[config.mk]
export PLATFORM = sky130hd
export DESIGN_NAME = alu_core
export DESIGN_NICKNAME = d
export VERILOG_FILES = /design/src/alu_div.v /design/src/alu_core.v
export VERILOG_INCLUDE_DIRS = /design/src
export SDC_FILE = /design/constraint.sdc
export NUM_CORES = 1
export LEC_CHECK = 0
export ABC_AREA = 1
export BUFFER_PORTS_ARGS = -buffer_cell sky130_fd_sc_hd__buf_2
export CELL_PAD_IN_SITES_DETAIL_PLACEMENT = 1
export CELL_PAD_IN_SITES_GLOBAL_PLACEMENT = 2
export CORE_MARGIN = 1
export CORE_UTILIZATION = 28
export CTS_BUF_LIST = sky130_fd_sc_hd__clkbuf_4 sky130_fd_sc_hd__clkbuf_8
export CTS_CLUSTER_SIZE = 14
export DETAILED_ROUTE_END_ITERATION = 16
export PLACE_DENSITY = 0.76
export SYNTH_ARGS = -nofsm -noshare
export SYNTH_HDL_FRONTEND = slang
export SYNTH_SLANG_ARGS = --single-unit
[constraint.sdc]
create_clock -name i_clk -period 4.27 [get_ports i_clk]
set_input_delay 0.6405 -clock i_clk [delete_from_list [all_inputs] [get_ports i_clk]]
set_output_delay 0.6405 -clock i_clk [all_outputs]
set_load 0.02 [all_outputs]
[src/alu_defs.vh]
// Purpose: Constants for the arithmetic and logic datapath slice.
// Assumes: Included by bare name from each design file.
// Notes:   Definitions only.
`ifndef ALU_DEFS_VH
`define ALU_DEFS_VH

// ********************************
// Operation codes
// ********************************
`define ALU_OP_W          4
`define ALU_OP_SIGNED_DIVIDE   4'h0
`define ALU_OP_COMPARE    4'h1
`define ALU_OP_NEGATE     4'h2
`define ALU_OP_ZERO_EXTEND 4'h3
`define ALU_OP_SIGN_EXTEND 4'h4
`define ALU_OP_AND        4'h5
`define ALU_OP_OR         4'h6
`define ALU_OP_XOR        4'h7
`define ALU_OP_NOT        4'h8

// ********************************
// Operand sizes
// ********************************
`define ALU_SZ_W          2
`define ALU_SZ_BYTE       2'h0
`define ALU_SZ_WORD       2'h1
`define ALU_SZ_LONG       2'h2

// ********************************
// Condition code field positions
// ********************************
`define ALU_CC_W          4
`define ALU_CC_C          0
`define ALU_CC_V          1
`define ALU_CC_Z          2
`define ALU_CC_N          3

// ********************************
// Divider timing
// ********************************
`define ALU_DIV_STEPS     6'h10
`define ALU_DIV_STEPS_WORD 6'h20
`define ALU_DIV_CNT_W     6

`endif

[src/alu_div.v]
// Purpose: Sequential signed divider, byte or word size.
// Assumes: Operands held stable by the caller only at start.
// Notes:   Restoring division on magnitudes, one quotient bit per clock.
`timescale 1ns/1ps
`default_nettype none
`include "alu_defs.vh"

module alu_div (
	input  wire        i_clk,
	input  wire        i_resetn,
	input  wire        i_start,
	input  wire        i_word,
	input  wire [31:0] i_dividend,
	input  wire [15:0] i_divisor,
	output reg         o_done_ff,
	output reg         o_zero_div_ff,
	output reg  [15:0] o_quot_ff,
	output reg  [15:0] o_rem_ff
);

	reg         busy_ff;
	reg  [5:0]  cnt_ff;
	reg         fin_ff;
	reg  [31:0] num_ff;
	reg  [16:0] rem_ff;
	reg  [15:0] den_ff;
	reg         qneg_ff;
	reg         rneg_ff;
	reg         word_ff;

	wire        dvd_neg = i_word ? i_dividend[31] : i_dividend[15];
	wire        dvs_neg = i_word ? i_divisor[15] : i_divisor[7];
	wire [31:0] dvd_sx  = i_word ? i_dividend : {{16{i_dividend[15]}}, i_dividend[15:0]};
	wire [15:0] dvs_sx  = i_word ? i_divisor : {{8{i_divisor[7]}}, i_divisor[7:0]};
	wire [31:0] dvd_mag = dvd_neg ? (32'h0 - dvd_sx) : dvd_sx;
	wire [15:0] dvs_mag = dvs_neg ? (16'h0 - dvs_sx) : dvs_sx;
	wire [16:0] trial   = {rem_ff[15:0], num_ff[31]};
	wire        fits    = trial >= {1'b0, den_ff};
	wire [16:0] nxt_rem = fits ? (trial - {1'b0, den_ff}) : trial;
	wire [15:0] q_mag   = word_ff ? num_ff[15:0] : {8'h0, num_ff[7:0]};
	wire [15:0] r_mag   = rem_ff[15:0];
	wire [15:0] q_sgn   = qneg_ff ? (16'h0 - q_mag) : q_mag;
	wire [15:0] r_sgn   = rneg_ff ? (16'h0 - r_mag) : r_mag;

	// ********************************
	// Iteration
	// ********************************
	always @(posedge i_clk or negedge i_resetn) begin
		if (!i_resetn) begin
			busy_ff       <= 1'b0;
			cnt_ff        <= 6'h0;
			num_ff        <= 32'h0;
			rem_ff        <= 17'h0;
			den_ff        <= 16'h0;
			qneg_ff       <= 1'b0;
			rneg_ff       <= 1'b0;
			word_ff       <= 1'b0;
			o_done_ff     <= 1'b0;
			o_zero_div_ff <= 1'b0;
			o_quot_ff     <= 16'h0;
			o_rem_ff      <= 16'h0;
		end else begin
			o_done_ff <= 1'b0;
			if (i_start && !busy_ff) begin
				busy_ff       <= 1'b1;
				// Byte division only needs 16 steps, so the dividend is left aligned.
				num_ff        <= i_word ? dvd_mag : {dvd_mag[15:0], 16'h0};
				cnt_ff        <= i_word ? `ALU_DIV_STEPS_WORD : `ALU_DIV_STEPS;
				rem_ff        <= 17'h0;
				den_ff        <= dvs_mag;
				qneg_ff       <= dvd_neg ^ dvs_neg;
				rneg_ff       <= dvd_neg;
				word_ff       <= i_word;
				o_zero_div_ff <= (dvs_sx == 16'h0);
			end else if (busy_ff) begin
				rem_ff <= nxt_rem;
				num_ff <= {num_ff[30:0], fits};
				cnt_ff <= cnt_ff - 6'h1;
				if (cnt_ff == 6'h1) begin
					busy_ff <= 1'b0;
				end
			end
			if (busy_ff && cnt_ff == 6'h0) begin
				busy_ff <= 1'b0;
			end
			if (fin_ff) begin
				o_done_ff <= 1'b1;
				o_quot_ff <= word_ff ? q_sgn : {8'h0, q_sgn[7:0]};
				o_rem_ff  <= word_ff ? r_sgn : {8'h0, r_sgn[7:0]};
			end
		end
	end

	// ********************************
	// Result
	// ********************************
	always @(posedge i_clk or negedge i_resetn) begin
		if (!i_resetn) begin
			fin_ff <= 1'b0;
		end else begin
			fin_ff <= busy_ff && (cnt_ff == 6'h1);
		end
	end

endmodule
`default_nettype wire

[src/alu_core.v]
// Functional notes
// - Byte divide: 16 by 8, quotient and remainder.
// - Word divide: 32 by 16; byte/word only.
// - Compare subtracts, updates only condition codes.
// - Negate gives zero minus destination.
// - Zero extend low half, upper bits zero.
// - Sign extend low half, replicate its top.
// - AND destination with register or immediate.
// - OR destination with register or immediate.
// - XOR destination with register or immediate.
// - Invert every destination bit at size.
//
// Purpose: Arithmetic and logic datapath slice of the core.
// Assumes: Decoder holds i_start for one cycle and waits for o_done_ff.
// Notes:   Result and flags are registered; division takes extra cycles.
`timescale 1ns/1ps
`default_nettype none
`include "alu_defs.vh"

module alu_core (
	input  wire        i_clk,
	input  wire        i_resetn,
	input  wire        i_start,
	input  wire [3:0]  i_op,
	input  wire [1:0]  i_size,
	input  wire        i_use_imm,
	input  wire [31:0] i_dest,
	input  wire [31:0] i_source_register,
	input  wire [31:0] i_immediate_operand,
	output reg         o_done_ff,
	output reg         o_busy_ff,
	output reg  [31:0] o_result_ff,
	output reg         o_write_ff,
	output reg  [3:0]  o_condition_code_register_ff,
	output reg         o_cc_write_ff,
	output reg         o_illegal_ff,
	output reg         o_div_zero_ff
);

	localparam ST_IDLE = 1'b0;
	localparam ST_DIV  = 1'b1;

	reg        state_ff;
	reg [1:0]  div_size_ff;
	reg        div_start_ff;
	wire       div_done;
	wire       div_zero;
	wire [15:0] div_quot;
	wire [15:0] div_rem;

	wire [31:0] opnd = i_use_imm ? i_immediate_operand : i_source_register;

	// ********************************
	// Size helpers
	// ********************************
	function [31:0] fit;
		input [31:0] v;
		input [1:0]  s;
		begin
			case (s)
				`ALU_SZ_BYTE: fit = {24'h0, v[7:0]};
				`ALU_SZ_WORD: fit = {16'h0, v[15:0]};
				default:      fit = v;
			endcase
		end
	endfunction

	function msb;
		input [31:0] v;
		input [1:0]  s;
		begin
			case (s)
				`ALU_SZ_BYTE: msb = v[7];
				`ALU_SZ_WORD: msb = v[15];
				default:      msb = v[31];
			endcase
		end
	endfunction

	function carry;
		input [32:0] v;
		input [1:0]  s;
		begin
			case (s)
				`ALU_SZ_BYTE: carry = v[8];
				`ALU_SZ_WORD: carry = v[16];
				default:      carry = v[32];
			endcase
		end
	endfunction

	// ********************************
	// Combinational datapath
	// ********************************
	reg [31:0] nxt_res;
	reg [3:0]  nxt_cc;
	reg        nxt_wr;
	reg        nxt_ill;
	reg        nxt_div;
	reg [32:0] diff;
	reg [31:0] a;
	reg [31:0] b;
	reg [31:0] r;

	always @* begin
		a       = fit(i_dest, i_size);
		b       = fit(opnd, i_size);
		diff    = {1'b0, a} - {1'b0, b};
		r       = 32'h0;
		nxt_res = i_dest;
		nxt_cc  = o_condition_code_register_ff;
		nxt_wr  = 1'b0;
		nxt_ill = 1'b0;
		nxt_div = 1'b0;
		case (i_op)
			`ALU_OP_SIGNED_DIVIDE: begin
				// Longword is not a divide size; it is refused instead of guessed.
				if (i_size == `ALU_SZ_LONG) begin
					nxt_ill = 1'b1;
				end else begin
					nxt_div = 1'b1;
				end
			end
			`ALU_OP_COMPARE: begin
				r = diff[31:0];
				nxt_cc[`ALU_CC_C] = carry(diff, i_size);
				nxt_cc[`ALU_CC_V] = (msb(a, i_size) ^ msb(b, i_size)) & (msb(a, i_size) ^ msb(r, i_size));
				nxt_cc[`ALU_CC_Z] = (fit(r, i_size) == 32'h0);
				nxt_cc[`ALU_CC_N] = msb(r, i_size);
			end
			`ALU_OP_NEGATE: begin
				diff = {1'b0, 32'h0} - {1'b0, a};
				r    = diff[31:0];
				nxt_wr = 1'b1;
			end
			`ALU_OP_ZERO_EXTEND: begin
				if (i_size == `ALU_SZ_WORD) begin
					r = {16'h0, 8'h0, i_dest[7:0]};
					nxt_wr = 1'b1;
				end else if (i_size == `ALU_SZ_LONG) begin
					r = {16'h0, i_dest[15:0]};
					nxt_wr = 1'b1;
				end else begin
					nxt_ill = 1'b1;
				end
			end
			`ALU_OP_SIGN_EXTEND: begin
				if (i_size == `ALU_SZ_WORD) begin
					r = {16'h0, {8{i_dest[7]}}, i_dest[7:0]};
					nxt_wr = 1'b1;
				end else if (i_size == `ALU_SZ_LONG) begin
					r = {{16{i_dest[15]}}, i_dest[15:0]};
					nxt_wr = 1'b1;
				end else begin
					nxt_ill = 1'b1;
				end
			end
			`ALU_OP_AND: begin
				r = a & b;
				nxt_wr = 1'b1;
			end
			`ALU_OP_OR: begin
				r = a | b;
				nxt_wr = 1'b1;
			end
			`ALU_OP_XOR: begin
				r = a ^ b;
				nxt_wr = 1'b1;
			end
			`ALU_OP_NOT: begin
				r = ~a;
				nxt_wr = 1'b1;
			end
			default: begin
				nxt_ill = 1'b1;
			end
		endcase
		if (nxt_wr) begin
			// Only the selected size is replaced; upper destination bits survive.
			case (i_size)
				`ALU_SZ_BYTE: nxt_res = {i_dest[31:8], r[7:0]};
				`ALU_SZ_WORD: nxt_res = {i_dest[31:16], r[15:0]};
				default:      nxt_res = r;
			endcase
			if (i_op == `ALU_OP_ZERO_EXTEND || i_op == `ALU_OP_SIGN_EXTEND) begin
				nxt_res = (i_size == `ALU_SZ_WORD) ? {i_dest[31:16], r[15:0]} : r;
			end
			nxt_cc[`ALU_CC_N] = msb(r, i_size == `ALU_SZ_BYTE ? `ALU_SZ_BYTE : i_size);
			nxt_cc[`ALU_CC_Z] = (fit(r, i_size) == 32'h0);
			nxt_cc[`ALU_CC_V] = (i_op == `ALU_OP_NEGATE) ? (a != 32'h0 && fit(r, i_size) == a && msb(a, i_size)) : 1'b0;
			if (i_op == `ALU_OP_NEGATE) begin
				nxt_cc[`ALU_CC_C] = (a != 32'h0);
			end
		end
	end

	// ********************************
	// Divider
	// ********************************
	alu_div u_div (
		.i_clk         (i_clk),
		.i_resetn      (i_resetn),
		.i_start       (div_start_ff),
		.i_word        (div_size_ff == `ALU_SZ_WORD),
		.i_dividend    (i_dest),
		.i_divisor     (opnd[15:0]),
		.o_done_ff     (),
		.o_zero_div_ff (div_zero),
		.o_quot_ff     (div_quot),
		.o_rem_ff      (div_rem)
	);

	reg [5:0] div_wait_ff;
	assign div_done = (state_ff == ST_DIV) && (div_wait_ff == 6'h0) && !div_start_ff;

	// ********************************
	// Control and result registers
	// ********************************
	always @(posedge i_clk or negedge i_resetn) begin
		if (!i_resetn) begin
			state_ff                     <= ST_IDLE;
			div_size_ff                  <= `ALU_SZ_BYTE;
			div_start_ff                 <= 1'b0;
			div_wait_ff                  <= 6'h0;
			o_done_ff                    <= 1'b0;
			o_busy_ff                    <= 1'b0;
			o_result_ff                  <= 32'h0;
			o_write_ff                   <= 1'b0;
			o_condition_code_register_ff <= 4'h0;
			o_cc_write_ff                <= 1'b0;
			o_illegal_ff                 <= 1'b0;
			o_div_zero_ff                <= 1'b0;
		end else begin
			o_done_ff     <= 1'b0;
			o_write_ff    <= 1'b0;
			o_cc_write_ff <= 1'b0;
			o_illegal_ff  <= 1'b0;
			div_start_ff  <= 1'b0;
			case (state_ff)
				ST_IDLE: begin
					if (i_start && nxt_div) begin
						state_ff     <= ST_DIV;
						div_size_ff  <= i_size;
						div_start_ff <= 1'b1;
						// Word needs 32 steps, byte 16, plus two for setup and sign fix.
						div_wait_ff  <= (i_size == `ALU_SZ_WORD) ? 6'h22 : 6'h12;
						o_busy_ff    <= 1'b1;
					end else if (i_start) begin
						o_done_ff     <= 1'b1;
						o_illegal_ff  <= nxt_ill;
						o_write_ff    <= nxt_wr;
						o_cc_write_ff <= !nxt_ill;
						o_result_ff   <= nxt_res;
						if (!nxt_ill) begin
							o_condition_code_register_ff <= nxt_cc;
						end
					end
				end
				ST_DIV: begin
					if (div_wait_ff != 6'h0) begin
						div_wait_ff <= div_wait_ff - 6'h1;
					end
					if (div_done) begin
						state_ff      <= ST_IDLE;
						o_busy_ff     <= 1'b0;
						o_done_ff     <= 1'b1;
						o_write_ff    <= 1'b1;
						o_cc_write_ff <= 1'b1;
						o_div_zero_ff <= div_zero;
						// Remainder in the upper half, quotient in the lower half.
						if (div_size_ff == `ALU_SZ_WORD) begin
							o_result_ff <= {div_rem, div_quot};
						end else begin
							o_result_ff <= {i_dest[31:16], div_rem[7:0], div_quot[7:0]};
						end
						o_condition_code_register_ff[`ALU_CC_Z] <= div_zero ? 1'b0 :
							(div_size_ff == `ALU_SZ_WORD ? div_quot == 16'h0 : div_quot[7:0] == 8'h0);
						o_condition_code_register_ff[`ALU_CC_N] <=
							(div_size_ff == `ALU_SZ_WORD) ? div_quot[15] : div_quot[7];
					end
				end
				default: begin
					state_ff <= ST_IDLE;
				end
			endcase
		end
	end

endmodule
`default_nettype wire

==> summary.txt <==
Worst setup path
  – Setup crit end: o_result_ff[30]
  – Reg2Reg Launch Point: u_div.rem_ff[1]
  – Worst path max stage delay: 340 ps
  – Worst path depth: 26
  – Crit path launch: i_size[1]
  – CP required: 4670 ps
  – Crit Path Class: in -> reg
  – Delay-heaviest family, CP: simple AND/OR/NAND/NOR gates
  – Arrival time at the worst endpoint: 4490 ps
  – Crit Reg-Reg Endpoint: u_div.rem_ff[13]
  – CP max FO: 16
  – Startpoint types: primary input
  – R2R depth: 15
  – R2R Setup Slk: 850 ps
  – Crit path max-delay cell type: ha_1
  – Most used cell along the critical path: nand2_2
  – Worst Setup End Kind: flop
  – Crit path buffers/inverters: 8

STA
  – Setup-failing EPs final: 0
  – Worst Clk Skew: 28.8 ps
  – Worst-margin pin slew: 1030 ps
  – Slew Limit Fails: 0
  – Final hold violations: 0
  – Fmax: roughly 240 MHz
  – Setup TNS: 0 ps
  – Fin crit share: 95.7%
  – Final min period: 4090 ps
  – Max-Slew Margin vs Limit: 30.4%
  – Setup ws final: roughly 180 ps
  – Unrepaired setup endpoints after global routing: false

Power and ir drop
  – PwrDens: a little under 400 nW/µm²
  – Total power: 8.93 mW
  – Worst vdd ir: 0.000233 V
  – Pleak: 11.8 nW

Clocking
  – Total CTS buffers: 17
  – Clk root buf: clkbuf_8
  – H-tree depth: 4
  – Later-pin clock latency in the skew report: 500 ps
  – CTS Sinks: 160
  – TritonCTS clock tree: built
  – Clk slew on worst S/H paths: 110 ps
  – Clock buffer depth: 2
  – Cts hold-fix bufs: 0
  – Setup bufs post-CTS: 0

Detailed routing
  – Initial drt markers: 1,453
  – Via/cell ratio: 5.27
  – Detail Route Antenna Nets: 0
  – Drt total wl: 98,100 µm
  – WL/cell: 23.2 µm
  – Via count: 22,300
  – Pre-antenna DRT Iters: 11
  – DRC Markers: 2

Logic synthesis
  – Largest family of logic cells by synthesized area: simple AND/OR/NAND/NOR gates
  – Post-synthesis cell count: about 3,000
  – Post-Synth XOR/XNOR Area: ~2.6%
  – Post-synth cell types: 64
  – FF+latch count, synth: 160
  – Ys Warns: 0
  – Main synth FF type: dfrtp_1
  – Syn Nets: 3,205
  – Seq/Total Area, Yosys: 22.0%
  – Syn Area/Cell: 6.12 µm²
  – Post-Syn Area: 18,200 µm²
  – Mux cell area share after synthesis: 0.0619%
  – Synth Area in Adders: 8.75%
  – Post-Synth Simple-Gate Area: about 37%
  – EDFF count, synth: 0
  – Synth async-reset ratio: 100%
  – Complex-gate fraction of the synthesized area: roughly a fifth

Placement
  – Cell area after placement: between 20,000 and 25,000 µm²
  – Placer congestion estimate: 1.03
  – Port-buffer cells: 147
  – DP Wirelength: 82,900 µm
  – DP Worst Slack: -1080 ps

Global routing
  – Global-route wire length before repair: 147,000 µm
  – Overall routing resource usage: 29.4%
  – Vias in the first global route: between 20,000 and 25,000
  – Initial antenna violation count: 1
  – Largest net degree at the start of global routing: 80
  – Total grt overflow: 0

Cells and area
  – Fraction of layout cells with a size suffix above 1: 19.2%
  – Commonest non-fill, non-tap cells in the layout: 814 x nand2_1, 370 x inv_1, 321 x buf_4
  – Fin area: 22,500 µm²
  – NumNets Final: 3,587
  – Most common cell after layout, fill and taps aside: nand2_1
  – P&R area growth vs syn: 23.9%

Floorplanning
  – Die Y-Extent: 257 µm
  – Initial Utilization: 28.3%
  – Die area: 66,000 µm²
  – Num ports: 148
  – Die W: about 260 µm
  – Core area: between 60,000 and 70,000 µm²
  – Row Count: 93

Run
  – Max cap viols: 0

Status
  – Failing checks: DRC
  – Run status: complete, but fails checks

Worst hold path
  – Worst min-delay path class: in -> async
-- synthesized netlist by cell type (all sizes together) (5+ instances only) --
library cell / count / area, µm²
nor4: 11 / 75.1
o21bai: 7 / 52.6
clkbuf: 72 / 270
o22ai: 34 / 213
ha: 124 / 1550
nor3: 56 / 310
o21ai: 263 / 1330
a22oi: 28 / 210
nor2: 324 / 1360
o31ai: 5 / 37.5
dfrtp: 160 / 4000
o221ai: 5 / 43.8
a221oi: 22 / 193
a31oi: 8 / 50.1
o211ai: 31 / 233
nand3: 215 / 1100
buf: 36 / 216
or2: 15 / 96.3
a211oi: 10 / 75.1
a21oi: 153 / 773
inv: 395 / 1490
nand4: 40 / 256
clkinv: 7 / 26.3
o311ai: 10 / 87.6
xor2: 42 / 368
nand2: 857 / 3370
xnor2: 13 / 114
-- power breakdown --
part	switching [mW]	internal, mW
Clock	0.673	0.548
Sequential	0.538	2.04
Combinational	3.38	1.76
-- stage by stage --
| step | cells | hold WS [ps] | util (%) |
|---|---|---|---|
| global route | 4224 | 228 | 35.0 |
| floorplan | 2973 | 345 | - |
| CTS | 4223 | 203 | 34.9 |
| finish | 4224 | 182 | 35.0 |
| global placement | 4191 | 460 | 34.2 |
| detailed placement | 4191 | 471 | 34.2 |
-- what timing repair did --
| item | in CTS | in global routing |
|---|---|---|
| setup endpoints to repair | 6 | 15 |
| cloned | 0 | 0 |
| pin swaps | 0 | 2 |
| gates resized for setup | 6 | 27 |
-- metal layers --
metal	GRT usage [%]	up-vias	share of wire [%]
met5	0	-	0
met4	10.5	0	3.8
met3	2.37	137	3.5
met2	48.8	609	46
met1	39.8	11000	46
li1	-	10500	-
-- kinds of logic after synthesis --
| logic type | after synthesis |
|---|---|
| xor gates and xnor gates | 55 |
| buffers and inverters | 510 |
| AOI/OAI and AO/OA | 592 |
| and+or+nand+nor | 1529 |
| DFF | 160 |
| muxes | 1 |
| adders and majority gates | 126 |
-- worst min-delay path by stage --
| stage | from | to | slack [ps] | depth (start not counted) |
|---|---|---|---|---|
| 2_1_floorplan | i_resetn | div_size_ff[0] | 340 | 0 |
| 6_report | i_resetn | o_result_ff[29] | 180 | 1 |
| 3_3_place_gp | o_busy_ff | o_busy_ff | 460 | 2 |
| 5_1_grt | i_resetn | o_result_ff[29] | 230 | 1 |
| 4_1_cts | i_resetn | o_result_ff[29] | 200 | 1 |
| 3_5_place_dp | o_busy_ff | o_busy_ff | 470 | 2 |
-- cell type report --
cell class                      count  area [µm²]
Fill cell                        8535       41800
Multi-Input combinational cell   2303       12300
Sequential cell                   160        4000
Timing Repair Buffer              471        3210
Inverter                          402        1520
Tap cell                          855        1070
Clock buffer                       18         241
Clock inverter                     14         173
Antenna cell                        1        2.50
-- state kept, by name, summed over array words and instances (netlist names), 2 cells and up --
signal and cells:
u_div.o_rem_ff 16, u_div.rem_ff 16, u_div.o_quot_ff 16, u_div.num_ff 32
o_condition_code_register_ff 4, div_wait_ff 6, div_size_ff 2, o_result_ff 32
u_div.cnt_ff 6, u_div.den_ff 16
(Power assumes the default switching activity.)
